$ cat config.mk
export PLATFORM = sky130hd
export DESIGN_NAME = pctrh_seq_flat
export DESIGN_NICKNAME = d
export VERILOG_FILES = /design/src/hdl/pctrh_pkg.sv /design/src/hdl/pctrh_if.sv /design/src/hdl/pctrh_seq.sv /design/src/flat_wrapper.sv
export VERILOG_INCLUDE_DIRS = /design/src /design/src/hdl
export SDC_FILE = /design/constraint.sdc
export NUM_CORES = 1
export LEC_CHECK = 0
export ABC_AREA = 0
export BUFFER_PORTS_ARGS = -buffer_cell sky130_fd_sc_hd__clkbuf_2
export CAP_MARGIN = 20
export CORE_ASPECT_RATIO = 1.1
export CORE_UTILIZATION = 45
export DETAILED_ROUTE_END_ITERATION = 16
export PLACE_DENSITY_LB_ADDON = 0.08
export SLEW_MARGIN = 10
export SYNTH_ARGS = -nofsm -noshare
export SYNTH_HDL_FRONTEND = slang
export SYNTH_SLANG_ARGS = --single-unit
$ cat constraint.sdc
create_clock -name sys_clk_in -period 6.55 [get_ports sys_clk_in]
set_input_delay 0.655 -clock sys_clk_in [delete_from_list [all_inputs] [get_ports sys_clk_in]]
set_output_delay 0.655 -clock sys_clk_in [all_outputs]
set_load 0.02 [all_outputs]
$ cat src/hdl/pctrh_consts.svh
// timing counts, widths and reset values shared by both ends of the handshake
`ifndef PCTRH_CONSTS_SVH
`define PCTRH_CONSTS_SVH

`define PCTRH_LAT_MAX        6'h3f
`define PCTRH_LAT_BITS       6
`define PCTRH_TRK_BITS       4
`define PCTRH_MAX_SETS       4
`define PCTRH_RD_GAP         3
`define PCTRH_WR_GAP         4
`define PCTRH_CAL_CYCLES     16'h0040
`define PCTRH_TRK_CYCLES     8'h10
`define PCTRH_RESET_LAT      6'h00
`define PCTRH_RESET_RANK     4'h1

`endif

$ cat src/hdl/pctrh_pkg.sv
// types shared by the sequencer end and the controller end
package pctrh_pkg;
	typedef enum logic [1:0] {
		PCTRH_SQ_IDLE = 2'h0,
		PCTRH_SQ_CAL  = 2'h1,
		PCTRH_SQ_DONE = 2'h3,
		PCTRH_SQ_TRK  = 2'h2
	} pctrh_seq_e;

	typedef enum logic [1:0] {
		PCTRH_CT_RUN  = 2'h0,
		PCTRH_CT_REQ  = 2'h1,
		PCTRH_CT_WAIT = 2'h3
	} pctrh_ctl_e;
endpackage

$ cat src/hdl/pctrh_if.sv
// calibration, tracking and rank-select signals between controller and sequencer
`timescale 1ns/1ps
interface pctrh_if #(
	parameter int RATE  = 4,
	parameter int RANKS = 4,
	parameter int GROUPS = 1
);
	// calibration status
	logic                    cal_passed;
	logic                    cal_failed;
	logic                    cal_req;
	logic [6*GROUPS-1:0]     wr_lat;
	logic [5:0]              rd_lat;
	// tracking handshake
	logic [3:0]              trk_busy;
	logic [3:0]              refresh_done;
	logic [3:0]              long_idle;
	// rank selects, slot 0 in the low bits
	logic [RATE*RANKS-1:0]   wr_rank;
	logic [RATE*RANKS-1:0]   rd_rank;
	logic [RATE-1:0]         rd_en;
	logic [RATE-1:0]         dqs_burst;

	modport seq (
		output cal_passed, cal_failed, wr_lat, rd_lat, trk_busy,
		input  cal_req, refresh_done, long_idle, wr_rank, rd_rank, rd_en, dqs_burst
	);
	modport ctl (
		input  cal_passed, cal_failed, wr_lat, rd_lat, trk_busy,
		output cal_req, refresh_done, long_idle, wr_rank, rd_rank, rd_en, dqs_burst
	);
endinterface

$ cat src/hdl/pctrh_seq.sv
// sequencer end: calibration status, tracking manager and shadow set select
`timescale 1ns/1ps
`include "pctrh_consts.svh"

// Contract
// - raise calibration passed after successful calibration
// - raise calibration failed when calibration fails
// - recalibration request resets sequencer, restarts calibration
// - report per-group write latency 0 to 63
// - equal latencies: controller uses low six bits
// - report read latency 0 to 63
// - phy-only: controller watches read valid instead
// - tracking periodically takes over controller interface
// - four-bit busy held while tracking runs
// - controller signals refresh done, awaits response
// - controller signals long idle, awaits response
// - write rank timed exactly like strobe burst
// - read rank with read enable, then held
// - ranks encoded one-hot per time slot
// - rank buses concatenated by slot, slot zero low
// - reads to different ranks spaced three cycles
// - writes to different ranks spaced four cycles
// - at most four shadow timing sets
// - per-rank settings stored and restored at switch
// - strobe burst precedes write valid, correct length
module pctrh_seq
	import pctrh_pkg::*;
#(
	parameter int RATE      = 4,
	parameter int RANKS     = 4,
	parameter int GROUPS    = 1,
	parameter int TRACKING  = 1,
	parameter logic [15:0] CAL_CYCLES = `PCTRH_CAL_CYCLES
) (
	// clock and reset
	input  wire logic              sys_clk_in,
	input  wire logic              reset_in,
	// link to controller
	pctrh_if.seq                   link,
	// calibration engine results, taken as the calibration ends
	input  wire logic              cal_ok_in,
	input  wire logic [6*GROUPS-1:0] meas_wr_lat_in,
	input  wire logic [5:0]        meas_rd_lat_in,
	input  wire logic [15:0]       meas_setting_in,
	// tracking request from interval timer
	input  wire logic              trk_due_in,
	// status toward user
	output logic [1:0]             active_set_out,
	output logic [15:0]            active_setting_out,
	output logic                   seq_owns_bus_out
);
	localparam int SETS = (RANKS < `PCTRH_MAX_SETS) ? RANKS : `PCTRH_MAX_SETS;

	// ---------------------------------------------------------------
	// state
	// ---------------------------------------------------------------
	typedef struct packed {
		pctrh_seq_e            st;
		logic [15:0]           cnt;
		logic [1:0]            cal_set;
		logic                  passed;
		logic                  failed;
		logic [6*GROUPS-1:0]   wlat;
		logic [5:0]            rlat;
		logic [3:0]            busy;
		logic [1:0]            act_set;
		logic [15:0]           act_val;
		logic [SETS*16-1:0]    shadow;
	} pctrh_seq_s;

	pctrh_seq_s cur_ff;
	pctrh_seq_s nxt_ff;

	// one-hot slot word to set index, lowest set bit wins
	function automatic logic [1:0] pctrh_onehot_idx(input logic [RANKS-1:0] w);
		logic [1:0] idx;
		idx = 2'h0;
		for (int i = RANKS - 1; i >= 0; i--) begin
			if (w[i]) begin
				idx = 2'(i % SETS); // extra physical ranks fold onto logical sets
			end
		end
		return idx;
	endfunction

	// newest non-empty slot of a rank bus, highest slot is latest in time
	function automatic logic [RANKS:0] pctrh_last_slot(input logic [RATE*RANKS-1:0] bus);
		logic [RANKS:0] r;
		r = '0;
		for (int s = 0; s < RATE; s++) begin
			if (|bus[s*RANKS +: RANKS]) begin
				r = {1'b1, bus[s*RANKS +: RANKS]}; // slot zero sits in low bits
			end
		end
		return r;
	endfunction

	logic [RANKS:0] wr_pick;
	logic [RANKS:0] rd_pick;
	assign wr_pick = pctrh_last_slot(link.wr_rank);
	assign rd_pick = pctrh_last_slot(link.rd_rank);

	// ---------------------------------------------------------------
	// next state
	// ---------------------------------------------------------------
	// request is a sync reset, so it sits above every state branch; the shadow set select below still runs
	always_comb begin
		nxt_ff = cur_ff;
		if (link.cal_req) begin
			nxt_ff.st     = PCTRH_SQ_IDLE;
			nxt_ff.cnt    = 16'h0000;
			nxt_ff.passed = 1'b0;
			nxt_ff.failed = 1'b0;
			nxt_ff.busy   = 4'h0;
		end else begin
			unique case (cur_ff.st)
				PCTRH_SQ_IDLE: begin
					nxt_ff.st      = PCTRH_SQ_CAL;
					nxt_ff.cnt     = 16'h0000;
					nxt_ff.cal_set = 2'h0;
					nxt_ff.passed  = 1'b0;
					nxt_ff.failed  = 1'b0;
				end
				PCTRH_SQ_CAL: begin
					nxt_ff.cnt = cur_ff.cnt + 16'h0001;
					if (cur_ff.cnt == CAL_CYCLES - 16'h0001) begin
						// each rank calibrated alone, result kept in its own set
						nxt_ff.shadow[cur_ff.cal_set*16 +: 16] = meas_setting_in;
						nxt_ff.cnt = 16'h0000;
						if (!cal_ok_in) begin
							nxt_ff.failed = 1'b1;
							nxt_ff.st     = PCTRH_SQ_DONE;
						end else if (32'(cur_ff.cal_set) == SETS - 1) begin
							nxt_ff.passed = 1'b1;
							nxt_ff.wlat   = meas_wr_lat_in;
							nxt_ff.rlat   = meas_rd_lat_in;
							nxt_ff.st     = PCTRH_SQ_DONE;
						end else begin
							nxt_ff.cal_set = cur_ff.cal_set + 2'h1;
						end
					end
				end
				PCTRH_SQ_DONE: begin
					// tracking only after a pass; a failed part waits for a request
					if (cur_ff.passed && TRACKING != 0 && trk_due_in &&
					    ((|link.refresh_done) || (|link.long_idle))) begin
						nxt_ff.st   = PCTRH_SQ_TRK;
						nxt_ff.busy = 4'hf;
						nxt_ff.cnt  = 16'h0000;
					end
				end
				PCTRH_SQ_TRK: begin
					nxt_ff.cnt = cur_ff.cnt + 16'h0001;
					if (cur_ff.cnt[7:0] == `PCTRH_TRK_CYCLES - 8'h01) begin
						nxt_ff.st   = PCTRH_SQ_DONE;
						nxt_ff.busy = 4'h0;
					end
				end
			endcase
		end
		// shadow set follows the rank selects; writes take precedence
		if (wr_pick[RANKS]) begin
			nxt_ff.act_set = pctrh_onehot_idx(wr_pick[RANKS-1:0]);
		end else if (rd_pick[RANKS]) begin
			nxt_ff.act_set = pctrh_onehot_idx(rd_pick[RANKS-1:0]);
		end
		nxt_ff.act_val = cur_ff.shadow[nxt_ff.act_set*16 +: 16];
	end

	// ---------------------------------------------------------------
	// registers
	// ---------------------------------------------------------------
	always_ff @(posedge sys_clk_in) begin
		if (reset_in) begin
			cur_ff         <= '0;
			cur_ff.st      <= PCTRH_SQ_IDLE;
			cur_ff.wlat    <= '0;
			cur_ff.rlat    <= `PCTRH_RESET_LAT;
		end else begin
			cur_ff <= nxt_ff;
		end
	end

	// outputs straight from flops
	assign link.cal_passed  = cur_ff.passed;
	assign link.cal_failed  = cur_ff.failed;
	assign link.wr_lat      = cur_ff.wlat;
	assign link.rd_lat      = cur_ff.rlat;
	assign link.trk_busy    = cur_ff.busy;
	assign active_set_out     = cur_ff.act_set;
	assign active_setting_out = cur_ff.act_val;
	assign seq_owns_bus_out   = cur_ff.busy[0]; // busy flop is set exactly while tracking
endmodule

$ cat src/flat_wrapper.sv
// flat-port wrapper written by rule: the top's interface ports become plain ports
module pctrh_seq_flat import pctrh_pkg::*;
#(
	parameter int RATE      = 4,
	parameter int RANKS     = 4,
	parameter int GROUPS    = 1,
	parameter int TRACKING  = 1,
	parameter logic [15:0] CAL_CYCLES = `PCTRH_CAL_CYCLES
)
  (sys_clk_in, reset_in, cal_ok_in, meas_wr_lat_in, meas_rd_lat_in, meas_setting_in, trk_due_in, active_set_out, active_setting_out, seq_owns_bus_out, link_cal_passed, link_cal_failed, link_wr_lat, link_rd_lat, link_trk_busy, link_cal_req, link_refresh_done, link_long_idle, link_wr_rank, link_rd_rank, link_rd_en, link_dqs_burst);
  pctrh_if #(.RATE(RATE), .RANKS(RANKS), .GROUPS(GROUPS)) link_i ();
  input  wire logic sys_clk_in;
  input  wire logic reset_in;
  input  wire logic cal_ok_in;
  input  wire logic [6*GROUPS-1:0] meas_wr_lat_in;
  input  wire logic [5:0] meas_rd_lat_in;
  input  wire logic [15:0] meas_setting_in;
  input  wire logic trk_due_in;
  output logic [1:0] active_set_out;
  output logic [15:0] active_setting_out;
  output logic seq_owns_bus_out;
  output wire logic [$bits(link_i.cal_passed)-1:0] link_cal_passed;
  output wire logic [$bits(link_i.cal_failed)-1:0] link_cal_failed;
  output wire logic [$bits(link_i.wr_lat)-1:0] link_wr_lat;
  output wire logic [$bits(link_i.rd_lat)-1:0] link_rd_lat;
  output wire logic [$bits(link_i.trk_busy)-1:0] link_trk_busy;
  input wire logic [$bits(link_i.cal_req)-1:0] link_cal_req;
  input wire logic [$bits(link_i.refresh_done)-1:0] link_refresh_done;
  input wire logic [$bits(link_i.long_idle)-1:0] link_long_idle;
  input wire logic [$bits(link_i.wr_rank)-1:0] link_wr_rank;
  input wire logic [$bits(link_i.rd_rank)-1:0] link_rd_rank;
  input wire logic [$bits(link_i.rd_en)-1:0] link_rd_en;
  input wire logic [$bits(link_i.dqs_burst)-1:0] link_dqs_burst;
  assign link_cal_passed = link_i.cal_passed;
  assign link_cal_failed = link_i.cal_failed;
  assign link_wr_lat = link_i.wr_lat;
  assign link_rd_lat = link_i.rd_lat;
  assign link_trk_busy = link_i.trk_busy;
  assign link_i.cal_req = link_cal_req;
  assign link_i.refresh_done = link_refresh_done;
  assign link_i.long_idle = link_long_idle;
  assign link_i.wr_rank = link_wr_rank;
  assign link_i.rd_rank = link_rd_rank;
  assign link_i.rd_en = link_rd_en;
  assign link_i.dqs_burst = link_dqs_burst;
  pctrh_seq #(.RATE(RATE), .RANKS(RANKS), .GROUPS(GROUPS), .TRACKING(TRACKING), .CAL_CYCLES(CAL_CYCLES)) u_core (.sys_clk_in(sys_clk_in), .reset_in(reset_in), .link(link_i), .cal_ok_in(cal_ok_in), .meas_wr_lat_in(meas_wr_lat_in), .meas_rd_lat_in(meas_rd_lat_in), .meas_setting_in(meas_setting_in), .trk_due_in(trk_due_in), .active_set_out(active_set_out), .active_setting_out(active_setting_out), .seq_owns_bus_out(seq_owns_bus_out));
endmodule
# Word level (Yosys, flattened, before mapping)
# Index checks and enable logic that the tools add are counted.
[totals] ff_bits=120 latch_bits=0 ramBits=0 romBits=0 in_bits=81 output_inout_bits=37 elab_cells=91 n_memories=0
[classes] n_addsub=3 multipliers=0 div=0 magnitude_cmp=0 n_eq_ne=14 shifts=3 muxes=35 bitwise=1 reduce_logical=24
[op_table] op="one-hot mux 18 bit (4 select lines)" count=1
[op_table] op="bitwise mux 64 bit" count=1
[op_table] op="variable shift 16 x 34 -> 64 bit (first input constant)" count=1
[op_table] op="variable part select 16 x 34 -> 64 bit" count=1
[op_table] op="variable part select 64 x 7 -> 16 bit" count=1
[op_table] op="two-way mux 5 bit" count=8
[op_table] op="OR reduction 4 bit" count=10
[op_table] op="two-way mux 34 bit" count=1
[op_table] op="negation 6 -> 34 bit" count=1
[op_table] op="two-way mux 2 bit" count=14
[op_table] op="two-way mux 12 bit" count=2
[op_table] op="two-way mux 18 bit" count=1
[op_table] op="adder 16 x 1 -> 16 bit (second input constant)" count=1
[op_table] op="== test 16 x 6 -> 1 bit (second input constant)" count=1
[op_table] op="one-hot mux 4 bit (2 select lines)" count=2
[op_table] op="AND reduction 5 bit" count=2
[op_table] op="AND reduction 3 bit" count=3
[op_table] op="== test 8 x 4 -> 1 bit (second input constant)" count=1
[op_table] op="two-way mux 4 bit" count=2
[op_table] op="inequality test 2 x 1 -> 1 bit (second input constant)" count=4
[op_table] op="AND reduction 4 bit" count=2
[op_table] op="== test 2 bit (second input constant)" count=3
[op_table] op="inequality test 2 bit (second input constant)" count=3
[op_table] op="nonzero test 2 bit" count=2
[op_table] op="other kinds (10)" count=12

# Logic depth before layout (Yosys ltp)
[logic_depth] word_depth=12 ltp_mapped=10 depth_no_buf=8

# Worst setup path before layout
# Ideal clock, no wire load.
[synth_path] kind="input -> register" from="in link_rd_rank[13]" to="reg u_core.cur_ff, in the netlist u_core.active_setting_out[10]" setup_ns=0.130 arrival_ns=2.601 t_required_ns=6.420 setup_slack_ns=3.818 cell_stages=8 path_buffers=1 path_cell_list="or4_4 nor3_2 a221oi_2 o311a_1 o211ai_4 buf_6 mux2i_1 o22ai_1"
[synth_between] elab_chain_len=9
[synth_lines] item="from (decl)" line_no="flat_wrapper.sv:31" source="input wire logic [$bits(link_i.rd_rank)-1:0] link_rd_rank;"
[synth_lines] item="OR reduction 4 bit" line_no="pctrh_seq.sv:91" source="if (|bus[s*RANKS +: RANKS]) begin"
[synth_lines] item="two-way mux 5 bit (*)" line_no="pctrh_seq.sv:91"
[synth_lines] item="two-way mux 2 bit (4 in a row)" line_no="pctrh_seq.sv:79" source="if (w[i]) begin"
[synth_lines] item="two-way mux 2 bit (*)" line_no="pctrh_seq.sv:164" source="end else if (rd_pick[RANKS]) begin"
[synth_lines] item="two-way mux 2 bit (*)" line_no="pctrh_seq.sv:162" source="if (wr_pick[RANKS]) begin"
[synth_lines] item="variable part select 64 x 7 -> 16 bit (*)" line_no="pctrh_seq.sv:167" source="nxt_ff.act_val = cur_ff.shadow[nxt_ff.act_set*16 +: 16];"
[synth_lines] item="to (signal assigned)" line_no="pctrh_seq.sv:180" source="cur_ff <= nxt_ff;"
[synth_lines] item="to (decl)" line_no="pctrh_seq.sv:71" source="pctrh_seq_s cur_ff;"
# Every way passes the cells marked *; elsewhere a longest branch is shown, timed or not.
# A chain may end at the register's enable or synchronous reset.

# Worst setup path after layout
[layout_path] from="in link_rd_rank[13]" to="reg u_core.cur_ff, in the netlist u_core.active_setting_out[4]"
# Same word-level chain as after synthesis.

==> key figures <==
Clock network
  – H-tree depth: 4
  – Worst-Skew Late Latency: between 0.4 and 0.5 ns
  – Root Buffer: clkbuf_16
  – Total CTS buffers: 17
  – Total clock sinks: between 100 and 150
  – Bufs on Longest Clock Path: 2
  – PostCTS Resize Cnt: 0
  – TritonCTS clock tree: built
  – Hold buffers post-CTS: 0
  – CTS clk-pin slew, worst paths: roughly 0.050 ns
  – Setup Buffers After CTS: 0

Finish
  – Nets: between 700 and 800
  – Share of layout cells above drive strength 1: between 20% and 30%
  – Layout filler cell count: 1078
  – Register Area: around 2300 sq um
  – Area growth, synth to finish: 15.7%
  – Final instance area: approximately 6300 sq um
  – # diodes: 0
  – Multi-input logic area: 2630 sq um

Global routing
  – Gr busiest metal: met2
  – Vias in the first global route: 4595
  – Pin count of the biggest net entering global routing: 85
  – Met1 Usage GRT: between 20 and 30%
  – Total GRT Usage: a little under a quarter
  – Initial antenna violation count: 0
  – Gr ovfl total: 0
  – GRT met3 Usage: under 10%
  – First-pass GRT wire length: ~22000 microns
  – GR Util met2: a little under two fifths

Setup path
  – Critical path class: primary input to flop
  – R2R depth: 8
  – Startpoint types: primary input
  – Crit-path cells: clkbuf_2 -> or4_4 -> nor3_2 -> a221oi_2 -> o311a_1 -> o211ai_4 -> buf_4 -> mux2i_1 -> o22ai_1
  – Worst path max stage delay: 0.58 ns
  – Critical path data required time: slightly below 7 ns
  – Crit-path slowest cell: or4_4
  – Crit-path max FO: 24
  – Crit end category: flop
  – Worst EP arrival: approximately 3.4 ns

Timing
  – # setup viols final: 0
  – Fin. max-slew vios: 0
  – Worst relative slew slack: approximately 41%
  – Worst Tran Pin Value: around 0.89 ns
  – Worst Skew: about 0.0096 ns
  – Final worst-path cycle share: 47.5%
  – Max Clk Rate: 322 MHz
  – Final worst slack: ~3.4 ns
  – RSZ-0062 raised after global routing: no
  – Setup tns final: 0 ns
  – Period minus WS final: 3.11 ns
  – Hold Vio Cnt, Final: 0

Synth
  – YS warnings: 0
  – Mapped Area: 5460 sq um
  – Post-Syn Instances: ~640
  – Largest cells by area after synthesis: dfxtp_1 (43%), mux2i_1 (8.4%), nand3_1 (6.4%), a21oi_1 (6.2%), nand2_1 (5.9%)
  – FF+latch count, synth: between 100 and 150
  – Syn_area_per_cell: roughly 8.5 sq um
  – FFs w/ async S/R, synth: 0%
  – Synth Net Count: 730
  – Post-synth EDFFs: 0
  – Fraction of post-synthesis cell area in the top cell type by area: a little over two fifths
  – Post-synthesis sequential area ratio: approximately 43%
  – Synth area leader: dfxtp_1
  – Main synth FF type: dfxtp_1
  – Count of cell types in the netlist: 52

Hold path
  – Hold Crit Depth: 2
  – Worst hold path type: flop to flop

Route
  – Antenna viol nets, final: 0
  – First-pass DRT Iterations: 5
  – Drt wl/cell: approximately 16 microns
  – Via density: 5.55
  – Routed Wire Length: between 10000 and 15000 microns
  – Starting DRT DRC Count: ~340
  – Via count: about 4.8k
  – Residual DRC: 0

Placement
  – Pre-CTS setup slack: 3.03 ns
  – Dpl hpwl: roughly 8700 microns
  – Post-placement cell area: just under 6000 sq um
  – Placer Congestion: 0.823
  – I/O Buffers: about 110

Power and ir drop
  – Leakage dissipation: ~2.5 nW
  – Max rail drop VDD: ~120 uV
  – P per Cell Area: approximately 260 nW/um^2

Die
  – Initial Utilization: 46.8%
  – IO Count: ~120
  – Die height: about 120 microns
  – Core area: 11600 sq um
  – Die area: between 10000 and 15000 sq um
  – Die width: approximately 110 microns
  – FP Rows: approximately 40

Status
  – Status: finished clean

Job
  – Max_cap viols: 0
-- through the flow --
step / utilization (%) / power (mW) / hold slack, ns / std cells
after global placement: 49.7 / 0.808 / 0.437 / 836
after global routing: 54.2 / 1.68 / 0.467 / 865
after CTS: 54.2 / 1.63 / 0.449 / 865
after detailed placement: 49.7 / 0.809 / 0.444 / 836
final: 54.2 / 1.62 / 0.449 / 865
after floorplan: - / 0.772 / 0.431 / 642
-- final cells by class --
type | instances | area share (%)
clock buffers | 25 | 8.01
clock inverters | 4 | 0.357
repair buffers | 115 | 9.35
flip-flops and latches | 117 | 37.1
inverters | 10 | 0.595
multi-input cells | 444 | 41.6
well taps | 150 | 2.97
-- state kept, by name, indices dropped and copies added (netlist names) --
register                   cells
u_core.cur_ff                 84
u_core.active_setting_out     16
u_core.link.rd_lat             6
u_core.link.wr_lat             6
u_core.active_set_out          2
u_core.link.cal_failed         1
u_core.link.cal_passed         1
u_core.link.trk_busy           1
-- synth_stat cells, types with 11 or more instances --
master	n
nand3_1	70
xor2_1	11
a21oi_1	68
nor2_1	43
o22ai_1	16
dfxtp_1	117
mux2i_1	46
buf_4	38
nand2_1	86
clkbuf_1	22
-- logic make-up after synthesis --
group           count (synthesis)  synth area share [%]
mux                            46                  8.44
flops                         117                  42.9
xor+xnor                       13                  2.09
compound gates                124                  13.7
fa+ha+maj                       7                  1.61
buf+inv                        81                  8.90
simple gates                  254                  22.4
-- per-layer routing --
layer	part of all wire, %	wire length (microns)
met5	0	0
met4	1.7	233
met3	6.1	834
met2	48	6490
met1	44	6010
-- critical path, delay by kind of cell --
kind / cells / cell delay (ns)
simple gates: 2 / 0.83
mux: 1 / 0.28
buf+inv: 2 / 0.61
compound gates: 4 / 0.98
-- power by group --
part           internal [mW]  switching (mW)
sequential             0.714         0.00140
combinational         0.0316          0.0480
clock                  0.524           0.299
total                   1.27           0.348
-- final timing paths --
path                      start                            to  slack, ns
max            link_rd_rank[13]  u_core.active_setting_out[4]       3.44
min           u_core.cur_ff[18]             u_core.cur_ff[18]       0.45
max reg2reg  u_core.cur_ff[102]         u_core.link.rd_lat[2]       3.46
min reg2reg   u_core.cur_ff[18]             u_core.cur_ff[18]       0.45
-- placed cells by master, fill, tap and decap left out, drive strengths merged, types with 3 or more instances in the layout --
master    n
a21oi    68
a22oi     3
a31oi     6
and2      5
buf       6
clkbuf  134
clkinv    3
dfxtp   117
ha        7
inv      10
mux2i    46
nand2    86
nand2b    3
nand3    70
nand4     7
nor2     43
nor3      9
nor3b     3
nor4     10
nor4b     5
o211ai    3
o21a      3
o21ai    10
o22ai    16
or2       3
xor2     11
Note: power is estimated with default switching activity, not from simulation.
